**src/include/ext_osc_pkg.sv**
```systemverilog
package ext_osc_pkg;

  // ---------------------------------------------------------------
  // bus and register map
  // ---------------------------------------------------------------
  localparam int ADDR_W = 4;
  localparam int DATA_W = 8;
  localparam int EVT_W  = 2;

  localparam logic [ADDR_W-1:0] OFS_CTRL   = 4'h0;
  localparam logic [ADDR_W-1:0] OFS_STATUS = 4'h1;
  localparam logic [ADDR_W-1:0] OFS_CLEAR  = 4'h2;
  localparam logic [ADDR_W-1:0] OFS_ENABLE = 4'h3;

  // ---------------------------------------------------------------
  // control register fields
  // ---------------------------------------------------------------
  localparam int CTRL_VALID_BIT = 7;
  localparam int CTRL_MODE_LSB  = 4;
  localparam int CTRL_RSVD_BIT  = 3;
  localparam int CTRL_FREQ_LSB  = 0;
  localparam int MODE_W         = 3;
  localparam int FREQ_W         = 3;

  localparam logic [DATA_W-1:0] CTRL_RESET  = 8'h00;
  localparam logic [MODE_W-1:0] MODE_RESET  = 3'h0;
  localparam logic [FREQ_W-1:0] FREQ_RESET  = 3'h0;
  localparam logic [EVT_W-1:0]  EVT_RESET   = 2'h0;

  // ---------------------------------------------------------------
  // interrupt event bits
  // ---------------------------------------------------------------
  localparam int EVT_VALID_BIT = 0;
  localparam int EVT_LOST_BIT  = 1;

  // ---------------------------------------------------------------
  // oscillator mode codes
  // ---------------------------------------------------------------
  localparam logic [MODE_W-1:0] MODE_OFF       = 3'h0;
  localparam logic [MODE_W-1:0] MODE_OFF_ALT   = 3'h1;
  localparam logic [MODE_W-1:0] MODE_CMOS      = 3'h2;
  localparam logic [MODE_W-1:0] MODE_CMOS_DIV2 = 3'h3;
  localparam logic [MODE_W-1:0] MODE_RC        = 3'h4;
  localparam logic [MODE_W-1:0] MODE_CAP       = 3'h5;
  localparam logic [MODE_W-1:0] MODE_XTAL      = 3'h6;
  localparam logic [MODE_W-1:0] MODE_XTAL_DIV2 = 3'h7;

  // ---------------------------------------------------------------
  // timer clock divider
  // ---------------------------------------------------------------
  localparam int DIV_RATIO = 8;
  localparam int DIV_W     = $clog2(DIV_RATIO);
  localparam logic [DIV_W-1:0] DIV_LAST = DIV_W'(DIV_RATIO - 1);
  localparam logic [DIV_W-1:0] DIV_RESET = 3'h0;

  typedef enum logic [2:0] {
    ST_OFF    = 3'b001,
    ST_SETTLE = 3'b010,
    ST_RUN    = 3'b100
  } osc_state_t;

  function automatic logic mode_off(input logic [MODE_W-1:0] m);
    return (m == MODE_OFF) || (m == MODE_OFF_ALT);
  endfunction : mode_off

  function automatic logic mode_xtal(input logic [MODE_W-1:0] m);
    return (m == MODE_XTAL) || (m == MODE_XTAL_DIV2);
  endfunction : mode_xtal

  function automatic logic mode_cmos(input logic [MODE_W-1:0] m);
    return (m == MODE_CMOS) || (m == MODE_CMOS_DIV2);
  endfunction : mode_cmos

  function automatic logic mode_div2(input logic [MODE_W-1:0] m);
    return (m == MODE_CMOS_DIV2) || (m == MODE_XTAL_DIV2);
  endfunction : mode_div2

endpackage : ext_osc_pkg

```
**src/logic/ext_osc_div8.sv**
```systemverilog
`timescale 1ns/100ps

module ext_osc_div8
  import ext_osc_pkg::*;
(
  input  wire logic clk_sys,
  input  wire logic rst_n,
  input  wire logic clr,
  input  wire logic tick_in,
  output logic      div_clk,
  output logic      div_tick
);

  logic [DIV_W-1:0] cnt_reg;
  logic             tick_reg;

  // ---------------------------------------------------------------
  // count source edges, pulse on wrap
  // ---------------------------------------------------------------
  always_ff @(posedge clk_sys) begin
    if (!rst_n || clr) begin
      cnt_reg  <= DIV_RESET;
      tick_reg <= 1'b0;
    end else begin
      tick_reg <= tick_in && (cnt_reg == DIV_LAST);
      if (tick_in) begin
        cnt_reg <= cnt_reg + 1'b1;
      end
    end
  end

  assign div_clk  = cnt_reg[DIV_W-1];
  assign div_tick = tick_reg;

endmodule : ext_osc_div8

```
**src/logic/ext_osc_sync.sv**
```systemverilog
`timescale 1ns/100ps

module ext_osc_sync (
  input  wire logic clk_sys,
  input  wire logic rst_n,
  input  wire logic din,
  output logic      level,
  output logic      rise
);

  logic meta_reg;
  logic sync_reg;
  logic last_reg;

  // ---------------------------------------------------------------
  // two-stage synchroniser and edge detect
  // ---------------------------------------------------------------
  always_ff @(posedge clk_sys) begin
    if (!rst_n) begin
      meta_reg <= 1'b0;
      sync_reg <= 1'b0;
      last_reg <= 1'b0;
    end else begin
      meta_reg <= din;
      sync_reg <= meta_reg;
      last_reg <= sync_reg;
    end
  end

  assign level = sync_reg;
  assign rise  = sync_reg & ~last_reg;

endmodule : ext_osc_sync

```
**src/logic/external_oscillator_control.sv**
```systemverilog
`timescale 1ns/100ps

// How it works
// - mode codes 000 and 001 switch the drive circuit off
// - mode 010 takes a cmos clock, 011 halves it
// - mode 100 runs rc oscillator, 101 runs capacitor oscillator
// - mode 110 runs crystal oscillator, 111 halves the crystal clock
// - top control bit reads 1 once the crystal runs stably
// - valid flag only meaningful in crystal modes, reads 0 otherwise
// - three frequency bits forwarded unchanged to the drive circuit
// - control bit 3 reads zero and ignores writes
// - oscillator clock divided by eight offered to timers, by sixteen in modes 011 and 111
// - timer clock resampled on system clock, jitter within one cycle
// - crystal mode claims both pins, off modes neither, other modes only the second
module external_oscillator_control
  import ext_osc_pkg::*;
(
  input  wire logic              clk_sys,
  input  wire logic              rst_n,
  input  wire logic [ADDR_W-1:0] reg_addr,
  input  wire logic [DATA_W-1:0] reg_wdata,
  input  wire logic              reg_wr,
  input  wire logic              reg_rd,
  output logic      [DATA_W-1:0] reg_rdata,
  input  wire logic              amp_clk,
  input  wire logic              osc_out_pin_in,
  input  wire logic              amp_level_ok,
  output logic                   drive_enable,
  output logic      [MODE_W-1:0] drive_mode,
  output logic      [FREQ_W-1:0] drive_freq_ctrl,
  output logic                   osc_in_pin_claim,
  output logic                   osc_out_pin_claim,
  output logic                   ext_clk_out,
  output logic                   timer_clk,
  output logic                   timer_tick,
  output logic                   irq
);

  logic [MODE_W-1:0] mode_reg;
  logic [FREQ_W-1:0] freq_reg;
  logic              valid_reg;
  logic              valid_next;
  logic [EVT_W-1:0]  status_reg;
  logic [EVT_W-1:0]  enable_reg;
  logic [EVT_W-1:0]  evt_set;
  logic [EVT_W-1:0]  evt_clr;
  logic [DATA_W-1:0] rdata_reg;
  logic [DATA_W-1:0] rdata_next;
  logic [DATA_W-1:0] ctrl_view;
  osc_state_t        state_reg;
  osc_state_t        state_next;
  logic              src_raw;
  logic              clk_level;
  logic              clk_rise;
  logic              amp_ok_sync;
  logic              run;
  logic              div2;
  logic              half_reg;
  logic              edge_run;
  logic              ext_clk_reg;
  logic              wr_ctrl;
  logic              wr_clear;
  logic              wr_enable;

  // ---------------------------------------------------------------
  // register write decode
  // ---------------------------------------------------------------
  assign wr_ctrl   = reg_wr && (reg_addr == OFS_CTRL);
  assign wr_clear  = reg_wr && (reg_addr == OFS_CLEAR);
  assign wr_enable = reg_wr && (reg_addr == OFS_ENABLE);

  // ---------------------------------------------------------------
  // control register
  // ---------------------------------------------------------------
  always_ff @(posedge clk_sys) begin
    if (!rst_n) begin
      mode_reg <= MODE_RESET;
      freq_reg <= FREQ_RESET;
    end else if (wr_ctrl) begin
      mode_reg <= reg_wdata[CTRL_MODE_LSB +: MODE_W];
      freq_reg <= reg_wdata[CTRL_FREQ_LSB +: FREQ_W];
    end
  end

  // ---------------------------------------------------------------
  // drive circuit and pin control
  // ---------------------------------------------------------------
  assign drive_enable      = !mode_off(mode_reg);
  assign drive_mode        = mode_reg;
  assign drive_freq_ctrl   = freq_reg;
  assign osc_in_pin_claim  = mode_xtal(mode_reg);
  assign osc_out_pin_claim = !mode_off(mode_reg);
  assign div2              = mode_div2(mode_reg);

  // ---------------------------------------------------------------
  // clock source select and resampling
  // ---------------------------------------------------------------
  // cmos clock arrives on the second pin, the others from the amplifier
  assign src_raw = mode_cmos(mode_reg) ? osc_out_pin_in : amp_clk;

  // source must not outrun clk_sys or edges are lost
  ext_osc_sync u_clk_sync (
    .clk_sys (clk_sys),
    .rst_n   (rst_n),
    .din     (src_raw),
    .level   (clk_level),
    .rise    (clk_rise)
  );

  ext_osc_sync u_amp_sync (
    .clk_sys (clk_sys),
    .rst_n   (rst_n),
    .din     (amp_level_ok),
    .level   (amp_ok_sync),
    .rise    ()
  );

  // ---------------------------------------------------------------
  // crystal valid flag
  // ---------------------------------------------------------------
  assign valid_next = mode_xtal(mode_reg) && amp_ok_sync;

  always_ff @(posedge clk_sys) begin
    if (!rst_n) begin
      valid_reg <= 1'b0;
    end else begin
      valid_reg <= valid_next;
    end
  end

  // ---------------------------------------------------------------
  // oscillator state
  // ---------------------------------------------------------------
  always_comb begin
    state_next = state_reg;
    unique case (state_reg)
      ST_OFF: begin
        if (!mode_off(mode_reg)) begin
          state_next = mode_xtal(mode_reg) ? ST_SETTLE : ST_RUN;
        end
      end
      ST_SETTLE: begin
        if (mode_off(mode_reg)) begin
          state_next = ST_OFF;
        end else if (!mode_xtal(mode_reg) || valid_reg) begin
          state_next = ST_RUN;
        end
      end
      ST_RUN: begin
        if (mode_off(mode_reg)) begin
          state_next = ST_OFF;
        end else if (mode_xtal(mode_reg) && !valid_reg) begin
          state_next = ST_SETTLE;
        end
      end
      default: begin
        state_next = ST_OFF;
      end
    endcase
  end

  always_ff @(posedge clk_sys) begin
    if (!rst_n) begin
      state_reg <= ST_OFF;
    end else begin
      state_reg <= state_next;
    end
  end

  assign run = (state_reg == ST_RUN);

  // ---------------------------------------------------------------
  // divide-by-two stage and external clock
  // ---------------------------------------------------------------
  always_ff @(posedge clk_sys) begin
    if (!rst_n || !run) begin
      half_reg <= 1'b0;
    end else if (clk_rise) begin
      half_reg <= ~half_reg;
    end
  end

  assign edge_run = run && clk_rise && (!div2 || !half_reg);

  always_ff @(posedge clk_sys) begin
    if (!rst_n || !run) begin
      ext_clk_reg <= 1'b0;
    end else begin
      ext_clk_reg <= div2 ? half_reg : clk_level;
    end
  end

  assign ext_clk_out = ext_clk_reg;

  // ---------------------------------------------------------------
  // timer clock divided by eight
  // ---------------------------------------------------------------
  ext_osc_div8 u_div8 (
    .clk_sys  (clk_sys),
    .rst_n    (rst_n),
    .clr      (!run),
    .tick_in  (edge_run),
    .div_clk  (timer_clk),
    .div_tick (timer_tick)
  );

  // ---------------------------------------------------------------
  // interrupt status, enable and clear
  // ---------------------------------------------------------------
  always_comb begin
    evt_set = EVT_RESET;
    evt_set[EVT_VALID_BIT] = valid_next && !valid_reg;
    evt_set[EVT_LOST_BIT]  = valid_reg && !valid_next;
    evt_clr = wr_clear ? reg_wdata[EVT_W-1:0] : EVT_RESET;
  end

  // set wins over a clear in the same cycle
  always_ff @(posedge clk_sys) begin
    if (!rst_n) begin
      status_reg <= EVT_RESET;
    end else begin
      status_reg <= (status_reg & ~evt_clr) | evt_set;
    end
  end

  always_ff @(posedge clk_sys) begin
    if (!rst_n) begin
      enable_reg <= EVT_RESET;
    end else if (wr_enable) begin
      enable_reg <= reg_wdata[EVT_W-1:0];
    end
  end

  assign irq = |(status_reg & enable_reg);

  // ---------------------------------------------------------------
  // register read
  // ---------------------------------------------------------------
  always_comb begin
    ctrl_view = CTRL_RESET;
    ctrl_view[CTRL_VALID_BIT] = valid_reg;
    ctrl_view[CTRL_MODE_LSB +: MODE_W] = mode_reg;
    ctrl_view[CTRL_FREQ_LSB +: FREQ_W] = freq_reg;
  end

  always_comb begin
    rdata_next = CTRL_RESET;
    if (reg_rd) begin
      unique case (reg_addr)
        OFS_CTRL:   rdata_next = ctrl_view;
        OFS_STATUS: rdata_next = {{(DATA_W-EVT_W){1'b0}}, status_reg};
        OFS_ENABLE: rdata_next = {{(DATA_W-EVT_W){1'b0}}, enable_reg};
        default:    rdata_next = CTRL_RESET;
      endcase
    end
  end

  always_ff @(posedge clk_sys) begin
    if (!rst_n) begin
      rdata_reg <= CTRL_RESET;
    end else begin
      rdata_reg <= rdata_next;
    end
  end

  assign reg_rdata = rdata_reg;

  logic [DIV_W-1:0] chk_cnt_reg;

  always_ff @(posedge clk_sys) begin
    if (!rst_n || !run) begin
      chk_cnt_reg <= DIV_RESET;
    end else if (edge_run) begin
      chk_cnt_reg <= chk_cnt_reg + 1'b1;
    end
  end
endmodule : external_oscillator_control

```
**config.mk**
```make
export PLATFORM = sky130hd
export DESIGN_NAME = external_oscillator_control
export DESIGN_NICKNAME = d
export VERILOG_FILES = /design/src/include/ext_osc_pkg.sv /design/src/logic/ext_osc_div8.sv /design/src/logic/ext_osc_sync.sv /design/src/logic/external_oscillator_control.sv
export SDC_FILE = /design/constraint.sdc
export NUM_CORES = 1
export LEC_CHECK = 0
export ABC_AREA = 1
export BUFFER_PORTS_ARGS = -buffer_cell sky130_fd_sc_hd__buf_2
export CAP_MARGIN = 0
export CORE_MARGIN = 8
export CORE_UTILIZATION = 50
export DETAILED_ROUTE_END_ITERATION = 7
export PLACE_DENSITY = 0.8
export SLEW_MARGIN = 0
export SYNTH_ARGS = -nofsm -noshare
export SYNTH_HDL_FRONTEND = slang
export SYNTH_SLANG_ARGS = --single-unit
```
**constraint.sdc**
```tcl
create_clock -name clk_sys -period 1.4 [get_ports clk_sys]
set_input_delay 0 -clock clk_sys [delete_from_list [all_inputs] [get_ports clk_sys]]
set_output_delay 0 -clock clk_sys [all_outputs]
set_load 0.01 [all_outputs]
```
After elaboration in Yosys (flattened, before gate mapping)
Cells that the tools add are included.
{"block": "totals", "register_bits": 33, "wordCells": 80, "input_bits": 19}
{"block": "op_classes", "n_addsub": 1, "n_bitwise": 7, "n_reduce_logical": 30, "eq_ne": 15, "mux": 11}
{"operator": "one-hot mux 8 bit (3 select lines)", "count": 1}
{"operator": "2-to-1 mux 3 bit", "count": 6}
{"operator": "equality test 3 bit, second input constant", "count": 4}
{"operator": "logical AND 1 bit", "count": 10}
{"operator": "equality test 3 x 2 -> 1 bit, second input constant", "count": 3}
{"operator": "one-hot mux 3 bit (3 select lines)", "count": 1}
{"operator": "equality test 4 x 2 -> 1 bit, second input constant", "count": 2}
{"operator": "logical NOT 1 bit", "count": 8}
{"operator": "logical OR 1 bit", "count": 7}
{"operator": "equality test 3 x 1 -> 1 bit, second input constant", "count": 2}
{"operator": "AND 2 bit", "count": 2}
{"operator": "equality test 4 x 1 -> 1 bit, second input constant", "count": 1}
{"operator": "logical NOT 4 bit", "count": 1}
{"operator": "adder 3 x 1 -> 3 bit, second input constant", "count": 1}
{"operator": "logical NOT 3 bit", "count": 1}
{"operator": "inequality test 3 x 1 -> 1 bit, second input constant", "count": 1}
{"operator": "inequality test 3 bit, second input constant", "count": 1}
{"operator": "AND reduction 3 bit", "count": 1}
{"operator": "2-to-1 mux 1 bit", "count": 2}
{"operator": "2-to-1 mux 2 bit", "count": 1}
{"operator": "inequality test 2 bit, second input constant", "count": 1}
{"operator": "NOT 1 bit", "count": 2}
{"operator": "NOT 2 bit", "count": 1}
{"operator": "OR 2 bit", "count": 1}
{"operator": "3 further kinds", "count": 3}

Depth between registers and ports, before layout
{"block": "logic_depth", "ltp_word": 7, "ltp_mapped": 7, "mapped_depth_nobuf": 7}

By module
Synthesis repeated with hierarchy kept, for this count alone.
{"block": "unflattened", "cells_unflattened": 184, "area_unflattened_um2": 1351.3}
{"mod": "external_oscillator_control", "cells_per_inst": 140, "area_each_um2": 996.0, "instances": 1, "seq_area_each_um2": 460.4}
{"mod": "ext_osc_sync", "cells_per_inst": 11, "area_each_um2": 92.6, "instances": 2, "seq_area_each_um2": 60.1}
{"mod": "ext_osc_div8", "cells_per_inst": 22, "area_each_um2": 170.2, "instances": 1, "seq_area_each_um2": 80.1}

Worst setup path after synthesis
Ideal clock, no wire load.
{"block": "synth_path", "path_type": "reg-to-reg", "start": "reg mode_reg[2], in the netlist drive_mode[2]", "end": "reg state_reg[2]", "setup_slack_ns": 0.335, "t_required_ns": 1.288, "n_path_buf": 0, "stages_incl_launch_ff": 7, "t_arrival_ns": 0.953, "path_cell_list": "dfxtp_1 nor2_2 inv_1 nand3_1 nand3_1 nor2_1 nor2_1"}
{"block": "synth_between", "elab_chain_len": 6}
{"element": "from (decl)", "line": "external_oscillator_control.sv:39", "text": "logic [MODE_W-1:0] mode_reg;"}
{"element": "from (signal assigned)", "line": "external_oscillator_control.sv:80", "text": "mode_reg <= reg_wdata[CTRL_MODE_LSB +: MODE_W];"}
{"element": "equality test 3 bit", "line": "ext_osc_pkg.sv:67", "text": "return (m == MODE_XTAL) || (m == MODE_XTAL_DIV2);"}
{"element": "logical OR 1 bit", "line": "ext_osc_pkg.sv:67"}
{"element": "logical NOT 1 bit", "line": "external_oscillator_control.sv:145", "text": "end else if (!mode_xtal(mode_reg) || valid_reg) begin"}
{"element": "logical OR 1 bit", "line": "external_oscillator_control.sv:145"}
{"element": "inequality test 3 bit (no source line)"}
{"element": "AND reduction 3 bit (no source line)"}
{"element": "to (signal assigned)", "line": "external_oscillator_control.sv:166", "text": "state_reg <= state_next;"}
{"element": "to (decl)", "line": "external_oscillator_control.sv:50", "text": "osc_state_t state_reg;"}
Parallel ways exist; a longest one is shown, timed or not. The select of a mux whose other input is x is not followed.
A chain may end at the register's enable or synchronous reset.

Worst setup path in the final report
{"block": "layout_path", "start": "reg mode_reg[1], in the netlist drive_mode[1]", "end": "out drive_enable"}
{"block": "layout_between", "elab_chain_len": 3}
{"element": "equality test 3 x 1 -> 1 bit or logical NOT 3 bit (tied branches)", "line": "ext_osc_pkg.sv:63", "text": "return (m == MODE_OFF) || (m == MODE_OFF_ALT);"}
{"element": "logical OR 1 bit (*)", "line": "ext_osc_pkg.sv:63"}
{"element": "logical NOT 1 bit (*)"}
{"element": "to (decl)", "line": "external_oscillator_control.sv:28", "text": "output logic drive_enable,"}
Every way passes the cells marked *; elsewhere a longest branch is shown, timed or not.

==> flow_metrics.tcl <==
set metrics [dict create \
    worstHoldPathType "input pin to register" \
    critPathKind "register to output port" \
    max_freq_ghz 0.858 \
    critical_path.max_fanout 7 \
    largest_register_ffs 7 \
    min_period_over_period 0.833 \
    start_util 0.506 \
    cp.buffers_inverters 2 \
    p_sw_frac 0.240 \
    grt_pass1_wl_mm 5.03 \
    numPortBuffers 36 \
    combinationalPowerShare 0.086 \
    postPlaceCellArea_um2 1540 \
    area_taken_by_multi_input_logic_gates_um2 582 \
    hpwlAfterDp_mm 2.09 \
    timing.critical_path.slowest_cell_delay_ns 0.49 \
    grt_antenna_before_repair 0 \
    clkPwrFrac 0.335 \
    die_width_um 67.9 \
    die-height_um 67.9 \
    vias_per_cell 4.87 \
    cts.htree.levels 2 \
    timing.final.setup_violations 0 \
    postRouteAntennaNets 0 \
    finalWorstPathRequiredPeriod_ns 1.17 \
    synth-async-reset-ratio 0 \
    area_of_the_die_um2 4610 \
    top_post_synthesis_cells_by_area "sky130_fd_sc_hd__dfxtp_1 (48%), sky130_fd_sc_hd__nand2_1 (8.9%), sky130_fd_sc_hd__inv_1 (5.6%)" \
    ys_top_cells_by_count "sky130_fd_sc_hd__dfxtp_1 (32), sky130_fd_sc_hd__nand2_1 (32), sky130_fd_sc_hd__inv_1 (20)" \
    critPathTopFamily "flip-flops" \
    fillers 249 \
    power_density_nw_per_um2 943 \
    cts_sinks 32 \
    vias 1227 \
    vias_in_the_first_global_route 1135 \
    flow.area_growth_from_synthesis_pct 26.6 \
    global_route.overflow_total 0 \
    maxCapViolCount 0 \
    cellLeakagePower_uw 0.000822 \
    dr.pass1.iters 4 \
    worstSkewPairLatency_ns 0.33 \
    finish.instance_area_um2 1710 \
    largest_net_degree_at_the_start_of_global_routing 14 \
    floorplan.core_area_um2 2660 \
    synth_enable_flop_cells 0 \
    seq_area_um2 641 \
    share_of_final_layout_standard_cells_stronger_than_drive_strength_1 0.303 \
    worstPathCellList "nor2_2 > inv_1 > buf_2" \
    internal_power_uw 1220 \
    synthDominantCellAreaShare 0.475 \
    path_clk_slew_ns 0.10 \
    cp.arrival_ns 1.17 \
    cts-buffers-inserted 5 \
    seqPwrFrac 0.579 \
    number_of_gates_given_a_new_drive_strength_after_cts 0 \
    cp_slowest_cell "sky130_fd_sc_hd__dfxtp_1" \
    worst-endpoint-required_ns 1.40 \
    synth_area_leader_cell "sky130_fd_sc_hd__dfxtp_1" \
    wirelength_mm 2.91 \
    finalHoldViolations 0 \
    grt_setup_unrepaired "no" \
    insertedDiodeCount 0 \
    post-place-cells 234 \
    detail_route.iter0.violations 43 \
    synth.cell_area_um2 1350 \
    power.ir.vdd_worst_mv 0.744 \
    root_buffer "sky130_fd_sc_hd__clkbuf_4" \
    ys_dominant_reg_cell "sky130_fd_sc_hd__dfxtp_1" \
    synth_cells 171 \
    final.setup_skew_ns 0.00988 \
    switching_power_uw 386 \
    timing.setup.tns_ns 0 \
    final_max_slew_viol_count 0 \
    tritoncts_clock_tree "built" \
    layout.cells.non_filler 252 \
    per_instance_average_area_after_synthesis_um2 7.88 \
    synth_nets 192 \
    place_congestion 0.808 \
    route.detailed.wl_per_inst_um 11.6 \
    synth_seq_cells 32 \
    io-pin-count 40 \
    clk_path_buf_depth 2 \
    row_count 19 \
    yosysSeqAreaShare 0.475 \
    timing.critical_path.to_type "output port" \
    synth-warning-count 0 \
    synthDistinctLibCells 28 \
    status "finished clean" \
    setup.worst_path.start_class "register" \
    post-route-drc-count 0 \
    grt_use_total 0.144 \
    design.final.nets 241 \
]
## worst register-to-register path, cell delays in order, from the launching register on
cell                      delay [ns]
sky130_fd_sc_hd__dfxtp_1        0.39
sky130_fd_sc_hd__nor2_2         0.20
sky130_fd_sc_hd__inv_1          0.10
sky130_fd_sc_hd__nand3_1        0.13
sky130_fd_sc_hd__nand3_1        0.08
sky130_fd_sc_hd__nor2_1         0.10
sky130_fd_sc_hd__nor2_1         0.04
## layer usage
layer  vias up  track usage  share of wire
met1       532        0.169           0.42
met5         -            0              0
li1        650            -              -
met4         0       0.0639          0.022
met3         6       0.0556          0.082
met2        39        0.228           0.47
## kinds of logic after synthesis
kind of cell             synth area share
AND/OR/NAND/NOR                     0.305
flip-flops                          0.475
buffers and inverters              0.0928
AO/OA/AOI/OAI                      0.0994
adder cells (fa/ha/maj)            0.0186
XOR/XNOR                          0.00650
other                             0.00278
## through the flow
stage,setup slack (ns),hold slack (ns),total power (uW),util
finish,0.234,0.0266,1610,0.641
global route,0.138,0.0144,1700,0.641
CTS,0.223,0.0223,1620,0.641
detailed placement,0.302,0.187,1070,0.580
global placement,0.321,0.183,1070,0.580
floorplan,0.335,0.0976,1030,-
## cell usage in the layout (no fill, tap or decap), types with 2 or more instances in the layout
master	netlist	routed
sky130_fd_sc_hd__nand4_1	5	5
sky130_fd_sc_hd__inv_2	6	6
sky130_fd_sc_hd__nor2_1	9	9
sky130_fd_sc_hd__nand2_4	2	2
sky130_fd_sc_hd__dlygate4sd3_1	0	10
sky130_fd_sc_hd__dfxtp_1	32	32
sky130_fd_sc_hd__o21ai_1	5	5
sky130_fd_sc_hd__inv_1	20	20
sky130_fd_sc_hd__nand3_1	15	15
sky130_fd_sc_hd__a21oi_2	2	2
sky130_fd_sc_hd__o21ai_0	2	2
sky130_fd_sc_hd__buf_2	0	36
sky130_fd_sc_hd__nor2_4	2	2
sky130_fd_sc_hd__ha_1	2	2
sky130_fd_sc_hd__nand2_1	32	32
sky130_fd_sc_hd__nand3_2	2	2
sky130_fd_sc_hd__a21oi_1	12	12
sky130_fd_sc_hd__nor2_2	5	5
sky130_fd_sc_hd__clkinv_2	1	3
sky130_fd_sc_hd__clkbuf_4	0	5
sky130_fd_sc_hd__nor3_1	5	5
## final cells by class
type | instances | share of cell area
clock inverters | 2 | 0.00587
multi-input cells | 108 | 0.341
inverters | 27 | 0.0602
flip-flops and latches | 32 | 0.376
repair buffers | 46 | 0.164
well taps | 31 | 0.0227
clock buffers | 6 | 0.0301
## power groups by stage
stage,Clock [uW],Sequential [uW],Combinational (uW)
2_1_floorplan,0,953,72.2
3_3_place_gp,0,952,114
3_5_place_dp,0,953,115
4_1_cts,552,932,138
5_1_grt,612,934,155
6_report,539,932,138
## timing repair
item	4_1_cts	5_1_grt
hold endpoints to repair	12	0
buffers inserted	0	0
hold buffers	10	0
## worst paths after layout
path,start,endpoint,slack (ns),depth (start not counted)
max reg2reg,drive_mode[2],state_reg[2],0.27,6
min reg2reg,u_clk_sync.meta_reg,u_clk_sync.level,0.42,2
max,drive_mode[1],drive_enable,0.23,3
min,reg_wr,drive_freq_ctrl[0],0.03,3
No activity file was read; power rests on OpenSTA's default activity.
